**src/dac_vol_pkg.sv**
```systemverilog
// shared constants, field positions and encodings for the dac volume and mute stage
package dac_vol_pkg;
    // ----------------------------------------
    // widths
    // ----------------------------------------
    localparam int ADDR_W   = 12;  // apb byte address width
    localparam int PDATA_W  = 32;  // apb data width
    localparam int SAMPLE_W = 16;  // audio sample width
    localparam int CODE_W   = 8;   // gain code width
    localparam int AM_CNT_W = 13;  // dc run counter, holds 6401

    // ----------------------------------------
    // register indices, byte address is index times four
    // ----------------------------------------
    localparam logic [7:0] IDX_SETUP_ONE  = 8'h3F;  // power and soft-step
    localparam logic [7:0] IDX_SETUP_TWO  = 8'h40;  // modulator, mutes, link
    localparam logic [7:0] IDX_LEFT_GAIN  = 8'h41;  // left gain code
    localparam logic [7:0] IDX_RIGHT_GAIN = 8'h42;  // right gain code
    localparam logic [7:0] IDX_STATUS     = 8'h43;  // applied gains, auto-mute
    localparam logic [ADDR_W-1:0] ADDR_SETUP_ONE  = {2'h0, IDX_SETUP_ONE, 2'h0};
    localparam logic [ADDR_W-1:0] ADDR_SETUP_TWO  = {2'h0, IDX_SETUP_TWO, 2'h0};
    localparam logic [ADDR_W-1:0] ADDR_LEFT_GAIN  = {2'h0, IDX_LEFT_GAIN, 2'h0};
    localparam logic [ADDR_W-1:0] ADDR_RIGHT_GAIN = {2'h0, IDX_RIGHT_GAIN, 2'h0};
    localparam logic [ADDR_W-1:0] ADDR_STATUS     = {2'h0, IDX_STATUS, 2'h0};

    // ----------------------------------------
    // reset values
    // ----------------------------------------
    localparam logic [7:0] RST_SETUP_ONE = 8'h14;  // both powered down, step 1/wclk
    localparam logic [7:0] RST_SETUP_TWO = 8'h0C;  // both channels muted
    localparam logic [7:0] RST_GAIN      = 8'h00;  // 0 dB

    // ----------------------------------------
    // field positions
    // ----------------------------------------
    localparam int SU1_LPWR    = 7;  // left channel powered up
    localparam int SU1_RPWR    = 6;  // right channel powered up
    localparam int SU1_STEP_LO = 0;  // soft-step field, two bits
    localparam int SU2_RMOD    = 7;  // right modulator choice
    localparam int SU2_AM_LO   = 4;  // auto-mute field, three bits
    localparam int SU2_LMUTE   = 3;  // left mute
    localparam int SU2_RMUTE   = 2;  // right mute
    localparam int SU2_LINK_LO = 0;  // volume link field, two bits
    localparam int ST_RCODE_LO = 8;  // status: applied right code
    localparam int ST_AUTOMUTE = 16; // status: auto-mute active

    // ----------------------------------------
    // encodings and arithmetic constants
    // ----------------------------------------
    typedef enum logic [1:0] {
        LINK_INDEP = 2'b00,
        LINK_L_FROM_R = 2'b01,
        LINK_R_FROM_L = 2'b10,
        LINK_RSVD = 2'b11
    } link_type;
    typedef enum logic [1:0] {
        STEP_EVERY = 2'b00,
        STEP_EVERY2 = 2'b01,
        STEP_OFF = 2'b10,
        STEP_RSVD = 2'b11
    } step_type;
    localparam logic [AM_CNT_W-1:0] AM_BASE_COUNT = 13'h0064;  // 100 samples
    localparam logic signed [CODE_W-1:0] GAIN_MAX = 8'sh30;    // +24 dB
    localparam logic [7:0] GAIN_BIAS  = 8'h84;  // 132, makes codes nonnegative
    localparam logic [7:0] STEPS_OCT  = 8'h0C;  // twelve half-dB steps per 6 dB
    localparam logic [5:0] SHIFT_BASE = 6'h19;  // 25 = mantissa frac + 11
endpackage : dac_vol_pkg

```
**src/gain_if.sv**
```systemverilog
// carrier between the control logic and one channel gain stage
`timescale 1ns/1ps
`default_nettype none
interface gain_if;
    import dac_vol_pkg::*;
    logic                       sample_valid; // one pulse per word clock
    logic signed [SAMPLE_W-1:0] sample_in;    // raw input sample
    logic signed [CODE_W-1:0]   gain_code;    // applied half-dB code
    logic                       silence;      // force zero output
    logic                       out_valid;    // result pulse
    logic signed [SAMPLE_W-1:0] sample_out;   // scaled sample
    modport ctrl  (output sample_valid, sample_in, gain_code, silence,
                   input out_valid, sample_out);
    modport stage (input sample_valid, sample_in, gain_code, silence,
                   output out_valid, sample_out);
endinterface : gain_if
`default_nettype wire

```
**src/gain_stage.sv**
```systemverilog
// one channel: half-dB gain multiply with saturation and silence
`timescale 1ns/1ps
`default_nettype none
module gain_stage
(
    input wire logic i_clk,   // system clock
    input wire logic i_rst_n, // synchronous reset, active low
    gain_if.stage    g        // control side
);
    import dac_vol_pkg::*;

    // ----------------------------------------
    // gain arithmetic
    // ----------------------------------------
    // code -> 2^(code/12): mantissa table times a right shift
    function automatic logic signed [SAMPLE_W-1:0] apply_gain(
        input logic signed [SAMPLE_W-1:0] s,
        input logic signed [CODE_W-1:0]   c);
        logic signed [CODE_W-1:0] cc;
        logic [7:0]               b;
        logic [7:0]               oct;
        logic [7:0]               rem;
        logic [15:0]              mant;
        logic signed [32:0]       prod;
        logic signed [32:0]       sh;
        cc = (c > GAIN_MAX) ? GAIN_MAX : c;  // reserved high codes clip
        b = 8'(cc) + GAIN_BIAS;
        oct = b / STEPS_OCT;
        rem = 8'(b - 8'(oct * STEPS_OCT));
        case (rem[3:0])
            4'h0: mant = 16'h4000;
            4'h1: mant = 16'h43CE;
            4'h2: mant = 16'h47D6;
            4'h3: mant = 16'h4C1C;
            4'h4: mant = 16'h50A3;
            4'h5: mant = 16'h556E;
            4'h6: mant = 16'h5A82;
            4'h7: mant = 16'h5FE4;
            4'h8: mant = 16'h6598;
            4'h9: mant = 16'h6BA2;
            4'hA: mant = 16'h7209;
            default: mant = 16'h78D1;
        endcase
        prod = 33'(s) * 33'($signed({1'b0, mant}));  // signed gain
        sh = prod >>> (SHIFT_BASE - 6'(oct));
        // saturate, positive gain can overflow
        if (sh > 33'sh07FFF)
            apply_gain = 16'sh7FFF;
        else if (sh < -33'sh08000)
            apply_gain = -16'sh8000;
        else
            apply_gain = sh[SAMPLE_W-1:0];
    endfunction : apply_gain

    // ----------------------------------------
    // output register
    // ----------------------------------------
    logic                       valid_r;  // result pulse
    logic                       valid_nxt;
    logic signed [SAMPLE_W-1:0] out_r;    // held result
    logic signed [SAMPLE_W-1:0] out_nxt;

    // next result, taken on each input pulse
    always_comb
    begin
        valid_nxt = g.sample_valid;
        out_nxt = out_r;
        if (g.sample_valid)
        begin
            // silence wins over any gain
            out_nxt = g.silence ? '0 : apply_gain(g.sample_in, g.gain_code);
        end
    end

    // register only
    always_ff @(posedge i_clk)
    begin
        if (!i_rst_n)
        begin
            valid_r <= 1'b0;
            out_r <= '0;
        end
        else
        begin
            valid_r <= valid_nxt;
            out_r <= out_nxt;
        end
    end

    assign g.out_valid = valid_r;
    assign g.sample_out = out_r;
endmodule : gain_stage
`default_nettype wire

```
**src/dac_volume_mute_control.sv**
```systemverilog
// dac volume, mute, auto-mute and right modulator control with apb registers
// ----------------------------------------
// ----------------------------------------
`timescale 1ns/1ps
`default_nettype none
module dac_volume_mute_control
(
    input  wire logic                                I_SYS_CLK,      // 200 MHz system clock
    input  wire logic                                I_RST_N,        // synchronous reset, active low
    input  wire logic                                I_PSEL,         // apb select
    input  wire logic                                I_PENABLE,      // apb access phase
    input  wire logic                                I_PWRITE,       // apb direction
    input  wire logic [dac_vol_pkg::ADDR_W-1:0]      I_PADDR,        // apb byte address
    input  wire logic [dac_vol_pkg::PDATA_W-1:0]     I_PWDATA,       // apb write data
    input  wire logic [3:0]                          I_PSTRB,        // apb byte strobes
    input  wire logic                                I_SAMPLE_VALID, // word clock pulse
    input  wire logic [dac_vol_pkg::SAMPLE_W-1:0]    I_LEFT_DATA,    // left input sample
    input  wire logic [dac_vol_pkg::SAMPLE_W-1:0]    I_RIGHT_DATA,   // right input sample
    output logic      [dac_vol_pkg::PDATA_W-1:0]     O_PRDATA,       // apb read data
    output logic                                     O_PREADY,       // apb ready
    output logic                                     O_PSLVERR,      // apb error, unmapped
    output logic                                     O_DATA_VALID,   // output sample pulse
    output logic      [dac_vol_pkg::SAMPLE_W-1:0]    O_LEFT_DATA,    // left modulator data
    output logic      [dac_vol_pkg::SAMPLE_W-1:0]    O_RIGHT_DATA    // right modulator data
);
    import dac_vol_pkg::*;

    // ----------------------------------------
    // helpers
    // ----------------------------------------
    // one half-dB step toward the target
    function automatic logic signed [CODE_W-1:0] step_toward(
        input logic signed [CODE_W-1:0] cur,
        input logic signed [CODE_W-1:0] tgt);
        if (cur < tgt)
            step_toward = cur + 8'sh01;
        else if (cur > tgt)
            step_toward = cur - 8'sh01;
        else
            step_toward = cur;
    endfunction : step_toward

    // dc run limit: 100 doubled per code step
    function automatic logic [AM_CNT_W-1:0] am_limit(input logic [2:0] code);
        am_limit = AM_BASE_COUNT << (code - 3'h1);
    endfunction : am_limit

    // address decode, used by the error path only
    function automatic logic is_mapped(input logic [ADDR_W-1:0] a);
        is_mapped = (a == ADDR_SETUP_ONE) || (a == ADDR_SETUP_TWO) ||
                    (a == ADDR_LEFT_GAIN) || (a == ADDR_RIGHT_GAIN) ||
                    (a == ADDR_STATUS);
    endfunction : is_mapped

    // ----------------------------------------
    // register file and apb slave
    // ----------------------------------------
    // applied codes and auto-mute, declared here since status reads them back
    logic signed [CODE_W-1:0] lcode_r;      // applied left code
    logic signed [CODE_W-1:0] rcode_r;      // applied right code
    logic                     auto_mute_r;  // auto-mute active
    logic [7:0]         setup_one_r;  // power and soft-step
    logic [7:0]         setup_one_nxt;
    logic [7:0]         setup_two_r;  // modulator, auto-mute, mutes, link
    logic [7:0]         setup_two_nxt;
    logic [7:0]         lgain_r;      // left gain code
    logic [7:0]         lgain_nxt;
    logic [7:0]         rgain_r;      // right gain code
    logic [7:0]         rgain_nxt;
    logic [PDATA_W-1:0] prdata_r;     // read data
    logic [PDATA_W-1:0] prdata_nxt;
    logic               pready_r;     // high only in access cycle
    logic               pready_nxt;
    logic               pslverr_r;    // unmapped address
    logic               pslverr_nxt;
    logic               setup_phase;  // first cycle of a transfer
    logic               wr_fire;      // write commits this edge
    logic [PDATA_W-1:0] rd_word;      // read mux

    // decode and next register values
    always_comb
    begin
        setup_phase = I_PSEL && !I_PENABLE;
        wr_fire = I_PSEL && I_PENABLE && pready_r && I_PWRITE && I_PSTRB[0];
        // read mux, upper bits read zero
        case (I_PADDR)
            ADDR_SETUP_ONE: rd_word = {24'h000000, setup_one_r};
            ADDR_SETUP_TWO: rd_word = {24'h000000, setup_two_r};
            ADDR_LEFT_GAIN: rd_word = {24'h000000, lgain_r};
            ADDR_RIGHT_GAIN: rd_word = {24'h000000, rgain_r};
            ADDR_STATUS: rd_word = {15'h0000, auto_mute_r, 8'(rcode_r), 8'(lcode_r)};
            default: rd_word = '0;
        endcase
        // zero wait state: ready rises in the access cycle
        pready_nxt = setup_phase;
        pslverr_nxt = setup_phase && !is_mapped(I_PADDR);
        prdata_nxt = (setup_phase && !I_PWRITE) ? rd_word : '0;
        setup_one_nxt = setup_one_r;
        setup_two_nxt = setup_two_r;
        lgain_nxt = lgain_r;
        rgain_nxt = rgain_r;
        if (wr_fire)
        begin
            // status is read-only, a write there is dropped
            case (I_PADDR)
                ADDR_SETUP_ONE: setup_one_nxt = I_PWDATA[7:0];
                ADDR_SETUP_TWO: setup_two_nxt = I_PWDATA[7:0];
                ADDR_LEFT_GAIN: lgain_nxt = I_PWDATA[7:0];
                ADDR_RIGHT_GAIN: rgain_nxt = I_PWDATA[7:0];
                default: ;
            endcase
        end
    end

    // register only; mute bits come up set
    always_ff @(posedge I_SYS_CLK)
    begin
        if (!I_RST_N)
        begin
            setup_one_r <= RST_SETUP_ONE;
            setup_two_r <= RST_SETUP_TWO;
            lgain_r <= RST_GAIN;
            rgain_r <= RST_GAIN;
            prdata_r <= '0;
            pready_r <= 1'b0;
            pslverr_r <= 1'b0;
        end
        else
        begin
            setup_one_r <= setup_one_nxt;
            setup_two_r <= setup_two_nxt;
            lgain_r <= lgain_nxt;
            rgain_r <= rgain_nxt;
            prdata_r <= prdata_nxt;
            pready_r <= pready_nxt;
            pslverr_r <= pslverr_nxt;
        end
    end

    // ----------------------------------------
    // field views
    // ----------------------------------------
    logic       lpwr;      // left channel powered up
    logic       rpwr;      // right channel powered up
    step_type   step_mode; // soft-step pacing
    logic       rmod_sel;  // right modulator choice when off
    logic [2:0] am_code;   // auto-mute threshold code
    link_type   link_mode; // volume link

    assign lpwr = setup_one_r[SU1_LPWR];
    assign rpwr = setup_one_r[SU1_RPWR];
    assign step_mode = step_type'(setup_one_r[SU1_STEP_LO +: 2]);
    assign rmod_sel = setup_two_r[SU2_RMOD];
    assign am_code = setup_two_r[SU2_AM_LO +: 3];
    assign link_mode = link_type'(setup_two_r[SU2_LINK_LO +: 2]);

    // ----------------------------------------
    // volume link, soft-step and auto-mute
    // ----------------------------------------
    logic signed [CODE_W-1:0]   ltgt;          // left target code
    logic signed [CODE_W-1:0]   rtgt;          // right target code
    logic signed [CODE_W-1:0]   lcode_nxt;     // next applied left code
    logic signed [CODE_W-1:0]   rcode_nxt;     // next applied right code
    logic                       half_r;        // alternate word clocks
    logic                       half_nxt;
    logic [2*SAMPLE_W-1:0]      held_r;        // last sample pair
    logic [2*SAMPLE_W-1:0]      held_nxt;
    logic [AM_CNT_W-1:0]        run_r;         // equal samples in a row
    logic [AM_CNT_W-1:0]        run_nxt;
    logic                       auto_mute_nxt; // next auto-mute state
    logic                       feed_valid_r;  // to gain stages
    logic                       feed_valid_nxt;
    logic signed [SAMPLE_W-1:0] feed_l_r;      // left sample to stage
    logic signed [SAMPLE_W-1:0] feed_l_nxt;
    logic signed [SAMPLE_W-1:0] feed_r_r;      // right sample to stage
    logic signed [SAMPLE_W-1:0] feed_r_nxt;
    logic                       lsil_r;        // left silence
    logic                       lsil_nxt;
    logic                       rsil_r;        // right silence
    logic                       rsil_nxt;

    // targets, ramp, dc detector and feed
    always_comb
    begin
        // link selects which byte each side follows; 11 acts as 00
        ltgt = (link_mode == LINK_L_FROM_R) ? rgain_r : lgain_r;
        rtgt = (link_mode == LINK_R_FROM_L) ? lgain_r : rgain_r;
        lcode_nxt = lcode_r;
        rcode_nxt = rcode_r;
        half_nxt = half_r;
        held_nxt = held_r;
        run_nxt = run_r;
        auto_mute_nxt = auto_mute_r;
        feed_valid_nxt = I_SAMPLE_VALID;
        feed_l_nxt = feed_l_r;
        feed_r_nxt = feed_r_r;
        lsil_nxt = lsil_r;
        rsil_nxt = rsil_r;
        // soft-step off (and reserved 11): new gain at once
        if (step_mode == STEP_OFF || step_mode == STEP_RSVD)
        begin
            lcode_nxt = ltgt;
            rcode_nxt = rtgt;
        end
        if (I_SAMPLE_VALID)
        begin
            half_nxt = !half_r;
            // one step per word clock, or every second one
            if (step_mode == STEP_EVERY || (step_mode == STEP_EVERY2 && half_r))
            begin
                lcode_nxt = step_toward(lcode_r, ltgt);
                rcode_nxt = step_toward(rcode_r, rtgt);
            end
            // a changed pair restarts the run and releases the mute
            if ({I_LEFT_DATA, I_RIGHT_DATA} != held_r)
            begin
                held_nxt = {I_LEFT_DATA, I_RIGHT_DATA};
                run_nxt = 13'h0001;
            end
            else if (run_r != '1)
            begin
                run_nxt = run_r + 13'h0001;
            end
            // mute once the run exceeds the limit; code 0 never mutes
            auto_mute_nxt = (am_code != 3'h0) && (run_nxt > am_limit(am_code));
            feed_l_nxt = I_LEFT_DATA;
            feed_r_nxt = I_RIGHT_DATA;
            lsil_nxt = setup_two_r[SU2_LMUTE] || auto_mute_nxt || !lpwr;
            rsil_nxt = setup_two_r[SU2_RMUTE] || auto_mute_nxt || !rpwr;
        end
    end

    // register only; the ramp starts from the reset code
    always_ff @(posedge I_SYS_CLK)
    begin
        if (!I_RST_N)
        begin
            lcode_r <= 8'sh00;
            rcode_r <= 8'sh00;
            half_r <= 1'b0;
            held_r <= '0;
            run_r <= '0;
            auto_mute_r <= 1'b0;
            feed_valid_r <= 1'b0;
            feed_l_r <= '0;
            feed_r_r <= '0;
            lsil_r <= 1'b1;
            rsil_r <= 1'b1;
        end
        else
        begin
            lcode_r <= lcode_nxt;
            rcode_r <= rcode_nxt;
            half_r <= half_nxt;
            held_r <= held_nxt;
            run_r <= run_nxt;
            auto_mute_r <= auto_mute_nxt;
            feed_valid_r <= feed_valid_nxt;
            feed_l_r <= feed_l_nxt;
            feed_r_r <= feed_r_nxt;
            lsil_r <= lsil_nxt;
            rsil_r <= rsil_nxt;
        end
    end

    // ----------------------------------------
    // gain stages
    // ----------------------------------------
    gain_if left_if ();
    gain_if right_if ();

    assign left_if.sample_valid = feed_valid_r;
    assign left_if.sample_in = feed_l_r;
    assign left_if.gain_code = lcode_r;
    assign left_if.silence = lsil_r;
    assign right_if.sample_valid = feed_valid_r;
    assign right_if.sample_in = feed_r_r;
    assign right_if.gain_code = rcode_r;
    assign right_if.silence = rsil_r;

    gain_stage u_left_stage
    (
        .i_clk   (I_SYS_CLK),
        .i_rst_n (I_RST_N),
        .g       (left_if.stage)
    );

    gain_stage u_right_stage
    (
        .i_clk   (I_SYS_CLK),
        .i_rst_n (I_RST_N),
        .g       (right_if.stage)
    );

    // ----------------------------------------
    // modulator outputs
    // ----------------------------------------
    logic                       out_valid_r;  // output pulse
    logic                       out_valid_nxt;
    logic signed [SAMPLE_W-1:0] out_l_r;      // left modulator data
    logic signed [SAMPLE_W-1:0] out_l_nxt;
    logic signed [SAMPLE_W-1:0] out_r_r;      // right modulator data
    logic signed [SAMPLE_W-1:0] out_r_nxt;
    logic signed [SAMPLE_W-1:0] l_inv;        // negated left, saturated

    // right channel choice when it is powered down
    always_comb
    begin
        // -32768 has no positive twin, clip it
        l_inv = (left_if.sample_out == -16'sh8000) ? 16'sh7FFF : -left_if.sample_out;
        out_valid_nxt = left_if.out_valid;
        out_l_nxt = out_l_r;
        out_r_nxt = out_r_r;
        if (left_if.out_valid)
        begin
            out_l_nxt = left_if.sample_out;
            if (rpwr)
                out_r_nxt = right_if.sample_out;
            else if (rmod_sel)
                out_r_nxt = l_inv;
            else
                out_r_nxt = '0;
        end
    end

    // register only
    always_ff @(posedge I_SYS_CLK)
    begin
        if (!I_RST_N)
        begin
            out_valid_r <= 1'b0;
            out_l_r <= '0;
            out_r_r <= '0;
        end
        else
        begin
            out_valid_r <= out_valid_nxt;
            out_l_r <= out_l_nxt;
            out_r_r <= out_r_nxt;
        end
    end

    assign O_PRDATA = prdata_r;
    assign O_PREADY = pready_r;
    assign O_PSLVERR = pslverr_r;
    assign O_DATA_VALID = out_valid_r;
    assign O_LEFT_DATA = out_l_r;
    assign O_RIGHT_DATA = out_r_r;
endmodule : dac_volume_mute_control
`default_nettype wire

```
**config.mk**
```make
export PLATFORM = sky130hd
export DESIGN_NAME = dac_volume_mute_control
export DESIGN_NICKNAME = d
export VERILOG_FILES = /design/src/dac_vol_pkg.sv /design/src/gain_if.sv /design/src/gain_stage.sv /design/src/dac_volume_mute_control.sv
export SDC_FILE = /design/constraint.sdc
export NUM_CORES = 2
export LEC_CHECK = 0
export CAP_MARGIN = 10
export CORE_MARGIN = 2
export CORE_UTILIZATION = 60
export CTS_BUF_LIST = sky130_fd_sc_hd__clkbuf_2
export CTS_CLUSTER_DIAMETER = 30
export DETAILED_ROUTE_END_ITERATION = 12
export DONT_BUFFER_PORTS = 1
export PLACE_DENSITY = 0.76
export SETUP_SLACK_MARGIN = 0.05
export SYNTH_ARGS = -nofsm -noshare
export SYNTH_HDL_FRONTEND = slang
export SYNTH_HIERARCHICAL = 1
export SYNTH_SLANG_ARGS = --single-unit
```
**constraint.sdc**
```tcl
create_clock -name I_SYS_CLK -period 18.6 [get_ports I_SYS_CLK]
set_input_delay 0.93 -clock I_SYS_CLK [delete_from_list [all_inputs] [get_ports I_SYS_CLK]]
set_output_delay 0.93 -clock I_SYS_CLK [all_outputs]
set_load 0.05 [all_outputs]
```
==> summary.txt <==
outcome = complete, no violations
post-layout net count = 4893
DIE WIDTH = 244 um
Worst Path Required = 19490 ps
synthesized area = 0.0346 sq mm
Period Utilization, post-route = 82.3%
drt initial violations = 2939
normalized max-slew margin = 22.6%
Reg2Reg Depth = 42
# Max-Cap Violations = 0
slowest stage delay, CP = 1010 ps
critical-path maximum fanout = 35
most frequent CP cell = fa_1
synth-to-layout area growth = 3.48%
Tmin final = 15300 ps
RSZ-0062 raised after global routing = false
final setup fails = 0
WHS Path Cells = 2
clk buf depth = 3
Hold Path Class = in -> reg
Die H = 244 um
Clock Sinks = 215
Clk Tree Root Cell = clkbuf_2
Post-CTS Setup Inserts = 0
IO Port Bufs = 0
Via-to-Cell Ratio = 6.17
FP Rows = 87
Avg Synthesized Cell Area = 8.14 sq um
Starting Density = 60.9%
H-tree levels = 2
fmax = 65.3 MHz
vias in the first global route = 29.9k
slew at the pin closest to its max-slew limit = 1160 ps
Critical Path AT = 16190 ps
Finished Layout Cells = 4946
CTS tree = built
Ports = 153
average wire per standard cell = 19.6 um
Routed Antenna Nets = 0
max-slew violations = 0
final hold violations = 0
CTS buffer count = 58
Ys Warns = 6
post-DP HPWL = 72.7 mm
startpoint type of the worst setup path = flip-flop
first-pass GRT wire length = 159 mm
vias post-DR = 30.5k
Syn Inst Count = 4244
filler cell count = 4999
die area = 0.0595 sq mm
Design Area, Final = 0.0358 sq mm
Layout Skew = 67.4 ps
GP Congestion = 0.967
Total GRT Usage = 32.8%
first drt pass iteration count = 7
GR Overflow Total = 0
slowest CP cell = o31ai_1
clock latency on the worst-skew pair = 1010 ps
Residual DRC = 0
Fin Setup TNS = 0 ps
crit path capture type = flip-flop
layout cells sized above 1 = 6.16%
largest net degree at the start of global routing = 83
final WL = 96.9 mm
initial antenna violation count = 2
CORE AREA = 0.0567 sq mm
cell area after placement = 0.0348 sq mm
dpl cells = 4809
CP Class = reg -> reg
CTS clk-pin slew, worst paths = 120 ps
## sequential cells by signal (all words and copies together) (netlist names), 8 cells and up
name,flops
held_r,32
O_PRDATA,17
O_LEFT_DATA,16
O_RIGHT_DATA,16
feed_l_r,16
feed_r_r,16
u_left_stage/g.sample_out,16
u_right_stage/g.sample_out,16
run_r,13
lcode_r,8
lgain_r,8
rcode_r,8
rgain_r,8
setup_one_r,8
setup_two_r,8
## worst max-delay path, delay by kind of cell, from the launching register on
kind,cells,cell delay [ps]
AO/OA/AOI/OAI,14,6190
adder cells (fa/ha/maj),9,4490
AND/OR/NAND/NOR,10,2310
buffers and inverters,7,1000
multiplexers,2,640
flip-flops,1,580
## final timing paths
path / start / end / slack [ps]
hold / removal: I_PWDATA[4] / rgain_r[4]$_SDFFE_PN0P_ / 80
hold reg to reg: auto_mute_r$_SDFFE_PN0P_ / auto_mute_r$_SDFFE_PN0P_ / 460
setup reg to reg: rcode_r[5]$_SDFFE_PN0P_ / u_right_stage/g.sample_out[14]$_SDFFE_PN0P_ / 3300
setup / recovery: rcode_r[5]$_SDFFE_PN0P_ / u_right_stage/g.sample_out[14]$_SDFFE_PN0P_ / 3300
## stage by stage
step | utilization [%] | setup WS, ps | hold WS (ps)
after detailed placement | 61.4 | 3710 | 440
after global routing | 63.0 | 2480 | 19.0
final | 63.0 | 3300 | 81.5
after CTS | 63.0 | 3650 | 0.887
after floorplan | - | 5880 | 424
after global placement | 61.4 | 3930 | 442
## layout make-up
| cell class | instances | area, sq um | area share, % |
|---|---|---|---|
| Clock buffer | 77 | 385 | 1.08 |
| Sequential cell | 215 | 4310 | 12.0 |
| Multi-Input combinational cell | 3248 | 27200 | 76.0 |
| Timing Repair Buffer | 75 | 638 | 1.78 |
| Antenna cell | 2 | 5.00 | 0.0140 |
| Clock inverter | 28 | 258 | 0.721 |
| Tap cell | 756 | 946 | 2.65 |
| Inverter | 545 | 2050 | 5.74 |
## per-layer routing
| layer | track usage, % | part of all wire, % |
|---|---|---|
| met1 | 47.2 | 43 |
| met2 | 49.5 | 43 |
| met3 | 7.02 | 10 |
| met4 | 9.86 | 3.2 |
| met5 | 0 | 0 |
## cells in the final DEF (no fill, tap or decap), types with 45 or more instances in the layout
cell / n
dfxtp_1: 214
and2_1: 196
fa_1: 362
nor2_1: 296
nor2b_1: 52
buf_4: 45
xnor2_1: 84
nand2_1: 433
clkbuf_2: 77
inv_1: 538
mux2i_1: 170
nand3_1: 102
and3_1: 45
a21oi_1: 245
o21ai_0: 125
nor3_1: 77
ha_1: 302
## timing repair
| item | in CTS | in global routing |
|---|---|---|
| hold buffers | 30 | 0 |
| gates resized for setup | 0 | 0 |
| endpoints found under the hold margin | 51 | 0 |
Power is left out: the tool's default activity adds up to more than one toggle a clock period on the data nets, which glitch-free logic cannot reach.
